==> src/design/ebs_pkg.sv <==
package ebs_pkg;

    // access kinds presented by the core side
    typedef enum logic [1:0] {
        EBS_FETCH = 2'b00,
        EBS_LOAD = 2'b01,
        EBS_STORE = 2'b10
    } ebs_kind_t;

    typedef enum logic [1:0] {
        EBS_ST_IDLE = 2'b00,
        EBS_ST_ACCESS = 2'b01
    } ebs_state_t;

    // one external access request
    typedef struct packed {
        ebs_kind_t kind;
        logic lo_byte;
        logic hi_byte;
    } ebs_req_t;

    // bits taken from the system configuration register
    typedef struct packed {
        logic strobe_mode_select;
        logic bus_16bit;
        logic ready_en;
    } ebs_cfg_t;

    localparam logic EBS_MODE_COMBINED = 1'b0;
    localparam logic EBS_MODE_LOW_BYTE = 1'b1;
    localparam logic EBS_STROBE_ON = 1'b0;
    localparam logic EBS_STROBE_OFF = 1'b1;
    localparam logic EBS_FLAG_CLR = 1'b0;
    localparam logic EBS_FLAG_SET = 1'b1;

    localparam ebs_req_t EBS_REQ_RST = '{kind: EBS_FETCH, lo_byte: 1'b0, hi_byte: 1'b0};
    localparam ebs_cfg_t EBS_CFG_RST = '{strobe_mode_select: EBS_MODE_COMBINED, bus_16bit: 1'b0, ready_en: 1'b0};

    function automatic logic ebs_is_read_f(input ebs_req_t req);
        ebs_is_read_f = (req.kind == EBS_FETCH) || (req.kind == EBS_LOAD);
    endfunction : ebs_is_read_f

    // store strobe wanted for this request under this configuration
    function automatic logic ebs_store_f(input ebs_cfg_t cfg, input ebs_req_t req);
        logic st;
        st = (req.kind == EBS_STORE);
        if (cfg.strobe_mode_select == EBS_MODE_LOW_BYTE && cfg.bus_16bit)
        begin
            st = st && req.lo_byte;
        end
        ebs_store_f = st;
    endfunction : ebs_store_f

endpackage : ebs_pkg

==> src/design/ebs_strobe_ctrl.sv <==
`timescale 1ns/1ps

module ebs_strobe_ctrl
    import ebs_pkg::*;
(
    input wire logic mclk_i, // system clock, 25 MHz
    input wire logic arst_n_i, // async reset, active low
    input wire logic req_valid_i, // access request, taken when idle
    input wire ebs_req_t req_i, // access kind and byte lanes
    input wire ebs_cfg_t cfg_i, // system configuration bits
    input wire logic ready_i, // ready pin, high means wait
    output logic load_strobe_n_o, // external load strobe
    output logic store_strobe_n_o, // external store strobe
    output logic busy_o, // access in progress
    output logic waiting_o, // wait state being inserted
    output logic done_o // access completed, one cycle
);

    ebs_state_t state_r, state_nxt;
    ebs_req_t req_r, req_nxt;
    ebs_cfg_t cfg_r, cfg_nxt;
    logic load_n_r, load_n_nxt;
    logic store_n_r, store_n_nxt;
    logic busy_r, busy_nxt;
    logic wait_r, wait_nxt;
    logic done_r, done_nxt;

    // request and configuration are frozen for the whole access so a
    // mid-access change of the mode bit cannot glitch the strobe
    always_comb
    begin
        state_nxt = state_r;
        req_nxt = req_r;
        cfg_nxt = cfg_r;
        load_n_nxt = load_n_r;
        store_n_nxt = store_n_r;
        busy_nxt = busy_r;
        wait_nxt = wait_r;
        done_nxt = EBS_FLAG_CLR;
        unique case (state_r)
            EBS_ST_IDLE:
            begin
                load_n_nxt = EBS_STROBE_OFF;
                store_n_nxt = EBS_STROBE_OFF;
                if (req_valid_i)
                begin
                    state_nxt = EBS_ST_ACCESS;
                    req_nxt = req_i;
                    cfg_nxt = cfg_i;
                    busy_nxt = EBS_FLAG_SET;
                    load_n_nxt = ebs_is_read_f(req_i) ? EBS_STROBE_ON : EBS_STROBE_OFF;
                    store_n_nxt = ebs_store_f(cfg_i, req_i) ? EBS_STROBE_ON : EBS_STROBE_OFF;
                end
            end
            EBS_ST_ACCESS:
            begin
                // ready only counts when the function is enabled
                if (cfg_r.ready_en && ready_i)
                begin
                    wait_nxt = EBS_FLAG_SET;
                end
                else
                begin
                    state_nxt = EBS_ST_IDLE;
                    load_n_nxt = EBS_STROBE_OFF;
                    store_n_nxt = EBS_STROBE_OFF;
                    busy_nxt = EBS_FLAG_CLR;
                    wait_nxt = EBS_FLAG_CLR;
                    done_nxt = EBS_FLAG_SET;
                end
            end
            default:
            begin
                state_nxt = EBS_ST_IDLE;
                load_n_nxt = EBS_STROBE_OFF;
                store_n_nxt = EBS_STROBE_OFF;
                busy_nxt = EBS_FLAG_CLR;
                wait_nxt = EBS_FLAG_CLR;
            end
        endcase
    end

    always_ff @(posedge mclk_i or negedge arst_n_i)
    begin
        if (!arst_n_i)
        begin
            state_r <= EBS_ST_IDLE;
            req_r <= EBS_REQ_RST;
            cfg_r <= EBS_CFG_RST;
            load_n_r <= EBS_STROBE_OFF;
            store_n_r <= EBS_STROBE_OFF;
            busy_r <= EBS_FLAG_CLR;
            wait_r <= EBS_FLAG_CLR;
            done_r <= EBS_FLAG_CLR;
        end
        else
        begin
            state_r <= state_nxt;
            req_r <= req_nxt;
            cfg_r <= cfg_nxt;
            load_n_r <= load_n_nxt;
            store_n_r <= store_n_nxt;
            busy_r <= busy_nxt;
            wait_r <= wait_nxt;
            done_r <= done_nxt;
        end
    end

    assign load_strobe_n_o = load_n_r;
    assign store_strobe_n_o = store_n_r;
    assign busy_o = busy_r;
    assign waiting_o = wait_r;
    assign done_o = done_r;
endmodule : ebs_strobe_ctrl

==> config.mk <==
export PLATFORM = sky130hd
export DESIGN_NAME = ebs_strobe_ctrl
export DESIGN_NICKNAME = d
export VERILOG_FILES = /design/src/design/ebs_pkg.sv /design/src/design/ebs_strobe_ctrl.sv
export SDC_FILE = /design/constraint.sdc
export NUM_CORES = 1
export LEC_CHECK = 0
export BUFFER_PORTS_ARGS = -buffer_cell sky130_fd_sc_hd__buf_2
export CAP_MARGIN = 20
export CORE_AREA = 2 2 39 41
export CTS_BUF_LIST = sky130_fd_sc_hd__clkbuf_4
export DETAILED_ROUTE_END_ITERATION = 7
export DIE_AREA = 0 0 41 43
export PLACE_DENSITY = 0.42
export SETUP_SLACK_MARGIN = 0.02
export SLEW_MARGIN = 10
export SYNTH_ARGS = -nofsm -noshare
export SYNTH_HDL_FRONTEND = slang
export SYNTH_SLANG_ARGS = --single-unit
==> constraint.sdc <==
create_clock -name mclk_i -period 2.1 [get_ports mclk_i]
set_input_delay 0.315 -clock mclk_i [delete_from_list [all_inputs] [get_ports mclk_i]]
set_output_delay 0.315 -clock mclk_i [all_outputs]
set_load 0.1 [all_outputs]
======== Yosys cells after proc, flatten, opt, wreduce, memory -nomap -nowiden ========
Cells that the tools add are included.
word-level totals
  register bits ........................... 8
  output and inout bits ................... 5
operators by class
  eq/ne operators ......................... 5
  mux-type cells .......................... 20
  reductions and logical operators ........ 8
operator list
  operator                                              number
  2-to-1 mux 1 bit                                      13
  one-hot mux 1 bit (2 select lines)                    4
  equality test 2 x 1 -> 1 bit (second input constant)  2
  zero test 2 bit                                       2
  2-to-1 mux 2 bit                                      2
  inequality test 2 bit (second input constant)         2
  one-hot mux 2 bit (2 select lines)                    1
  AND reduction 2 bit                                   2
  logical AND 1 bit                                     3
  equality test 2 bit (second input constant)           1
  logical OR 1 bit                                      1

======== Depth between registers and ports, before layout ========
  depth after elaboration ................. 8
  depth in mapped cells ................... 2

======== Least setup slack after synthesis ========
No wires, ideal clock.
  path kind ............................... flip-flop to flip-flop
  start ................................... register busy_o (netlist name)
  end ..................................... register cfg_r[0] (netlist name)
  setup time .............................. 0.127 ns
  arrival time ............................ 1.537 ns
  data required time ...................... 1.973 ns
  slack ................................... 0.435 ns
  stages on the path, launching flop included .. 3
  buffers on the path ..................... 0
  path through ............................ dfrtp_1 nand2b_4 mux2_1
RTL lines
  what                    RTL line                RTL
  end signal: assignment  ebs_strobe_ctrl.sv:100  cfg_r <= cfg_nxt;
  end: declaration        ebs_strobe_ctrl.sv:21   ebs_cfg_t cfg_r, cfg_nxt;

======== Worst setup path after layout ========
  start ................................... register store_n_r, in the netlist store_strobe_n_o
  end ..................................... output port store_strobe_n_o
RTL lines
  what                      RTL line                RTL
  start: declaration        ebs_strobe_ctrl.sv:23   logic store_n_r, store_n_nxt;
  start signal: assignment  ebs_strobe_ctrl.sv:102  store_n_r <= store_n_nxt;
  end: declaration          ebs_strobe_ctrl.sv:13   output logic store_strobe_n_o,
No word-level cell between the ends.

==> impl_metrics.tcl <==
set metrics [dict create \
    status "completed" \
    finalCritPeriodShare 0.7118 \
    clk_pin_slew_ps 40 \
    worstSetupStartpoint "store_strobe_n_o" \
    power-per-cell-area_mw_per_mm2 1147 \
    syn2layout_area_growth_pct 51.58 \
    cts_setup_buffers 0 \
    drive_above_1_share 0.5714 \
    gp_congestion 0.6031 \
    clkPwrFrac 0.252 \
    ir_drop_v 0.0003308 \
    yosysWarnings 0 \
    wl_met3_um 72 \
    top_layer "met3" \
    cp.required_ps 1780 \
    vias 200 \
    synth_mux_area_frac 0.04737 \
    dieArea_mm2 0.001763 \
    layout_commonest_cell "buf_2" \
    cts-root-buf "clkbuf_4" \
    n_antenna_cell 0 \
    max_stage_delay_ps 520 \
    htree_num_levels 1 \
    cp_num_buf_inv 1 \
    final_hold_viol_count 0 \
    row_count 14 \
    firstDrtPassIters 1 \
    start_kind "flop" \
    path_class "reg2out" \
    synth-adder-area-share 0 \
    max-cap-violations 0 \
    hold_class "in2reg" \
    drt_wl_total_um 499 \
    synth_area_um2 237.7 \
    synth_compound_area_frac 0.1316 \
    die_h_um 43 \
    ant_nets 0 \
    sw_frac_of_total 0.4361 \
    via_per_inst 3.922 \
    final_cells 51 \
    most-common-layout-cells "buf_2 (14), dfrtp_1 (4), clkbuf_4 (3), dfstp_2 (2)" \
    r2r-start "busy_o" \
    p_leak_nw 0.1798 \
    synth_top_family_by_area "simple AND/OR/NAND/NOR gates" \
    die_x_um 41 \
    grt_remaining_overflow 0 \
    synth_fp_nets 28 \
    grt_pass1_vias 226 \
    end_kind "output pin" \
    switchingPower_uw 180.3 \
    grt_max_degree 7 \
    worstMarginPinSlew_ps 490.7 \
    track_usage 0.07996 \
    synthXorXnorAreaFrac 0 \
    cts_made_buffers 3 \
    drc_errors 0 \
    timing.rr.end "cfg_r[0]" \
    initial_utilization 0.1718 \
    fin_skew_ps 1.623 \
    avgSynthCellArea_um2 13.98 \
    cts_tree "yes" \
    drt_iter0_drc 0 \
    cp_cell_sequence "buf_2" \
    cts_max_path_buffers 2 \
    grt_pass1_wl_um 876 \
    drt-met1-wl_um 226 \
    nets 48 \
    cp_slowest_cell "dfstp_2" \
    grt_setup_unrepaired "false" \
    place_inst 47 \
    core_area_mm2 0.001384 \
    ys_seq_area_frac 0.6421 \
    rrSetupSlack_ps 1100 \
    ys_types 13 \
    critPathCapture "store_strobe_n_o" \
    ys_ff_latch 6 \
    relSlewSlack 0.6751 \
    wire_per_inst_um 9.784 \
    fmax_ghz 0.6690 \
    p_int_uw 233.1 \
    p_seq_frac 0.357 \
    pwr-share-comb 0.391 \
    synth_simple_gate_area_frac 0.1632 \
    cts.sinks 6 \
    path_delay_family "flip-flops" \
    setup_viol 0 \
    worst_ep_arrival_time_ps 1180 \
    cp_max_fo 2 \
    clk_latency_ps 240 \
    ff2ff_path_depth 2 \
    synthCells 17 \
    io_buffers 14 \
    post-route-min-period_ps 1495 \
    met2_wirelength_um 200 \
    setup_tns_ps 0 \
    io_pins 16 \
    antenna_found_initial 0 \
    critical_path_depth 1 \
    drv_slew 0 \
]
-- cell usage after synthesis --
cell / number / area [µm²]
o22a_1: 1 / 8.760
o32a_1: 1 / 10.01
nand2_1: 1 / 3.750
nand2b_4: 1 / 13.76
and3b_1: 1 / 8.760
mux2_1: 1 / 11.26
a21boi_0: 1 / 7.510
dfstp_2: 2 / 52.55
or2b_1: 1 / 7.510
inv_1: 1 / 3.750
dfrtp_1: 4 / 100.1
nand3_1: 1 / 5.000
o21ai_0: 1 / 5.000
-- metrics by stage --
stage / cell area, µm² / utilization / hold WS, ps / power, mW / worst slack, ps
global placement: 327.8 / 0.2369 / 137.7 / 0.3074 / 860.7
global route: 360.3 / 0.2604 / 292.5 / 0.4388 / 572.3
detailed placement: 327.8 / 0.2369 / 144.0 / 0.3115 / 859.9
finish: 360.3 / 0.2604 / 280.0 / 0.4134 / 605.1
floorplan: 237.7 / - / 19.41 / 0.2794 / 435.4
CTS: 360.3 / 0.2604 / 283.1 / 0.4219 / 594.4
-- worst min-delay path by stage --
| stage | start | endpoint | depth (start not counted) |
|---|---|---|---|
| 2_1_floorplan | arst_n_i | busy_o | 0 |
| 3_3_place_gp | arst_n_i | cfg_r[0] | 1 |
| 3_5_place_dp | arst_n_i | waiting_o | 1 |
| 4_1_cts | ready_i | done_o | 2 |
| 5_1_grt | ready_i | done_o | 2 |
| 6_report | ready_i | done_o | 2 |
-- timing repair --
action	in CTS	in global routing
hold endpoints to repair	4	0
setup endpoints to repair	0	0
hold buffers	1	0
gates resized for setup	0	0
-- kinds of logic after synthesis --
family / after synthesis
simple gates: 5
mux: 1
flops: 6
compound gates: 4
buf+inv: 1
-- sequential cells by signal (all words and copies together), names as in the netlist --
signal / cells
done_o: 1
busy_o: 1
store_strobe_n_o: 1
waiting_o: 1
cfg_r: 1
load_strobe_n_o: 1
-- power groups by stage --
stage                     Sequential (mW)  Combinational (mW)  Clock (mW)
after floorplan                     0.257              0.0227           0
after global placement              0.148               0.159           0
after detailed placement            0.150               0.162           0
after CTS                           0.148               0.164       0.110
after global routing                0.150               0.170       0.118
final                               0.147               0.162       0.104
-- per-layer routing --
metal	global-route usage	vias up
met5	0	-
met2	0.1031	15
met3	0.03141	0
met1	0.09241	88
li1	-	97
met4	0.08000	0
-- cell type report --
type	count	area, µm²
flip-flops and latches	6	152.6
well taps	16	20.02
inverters	1	3.754
clock buffers	3	22.52
repair buffers	15	80.08
fillers	148	1023
multi-input cells	10	81.33
Note: power is estimated with default switching activity, not from simulation.
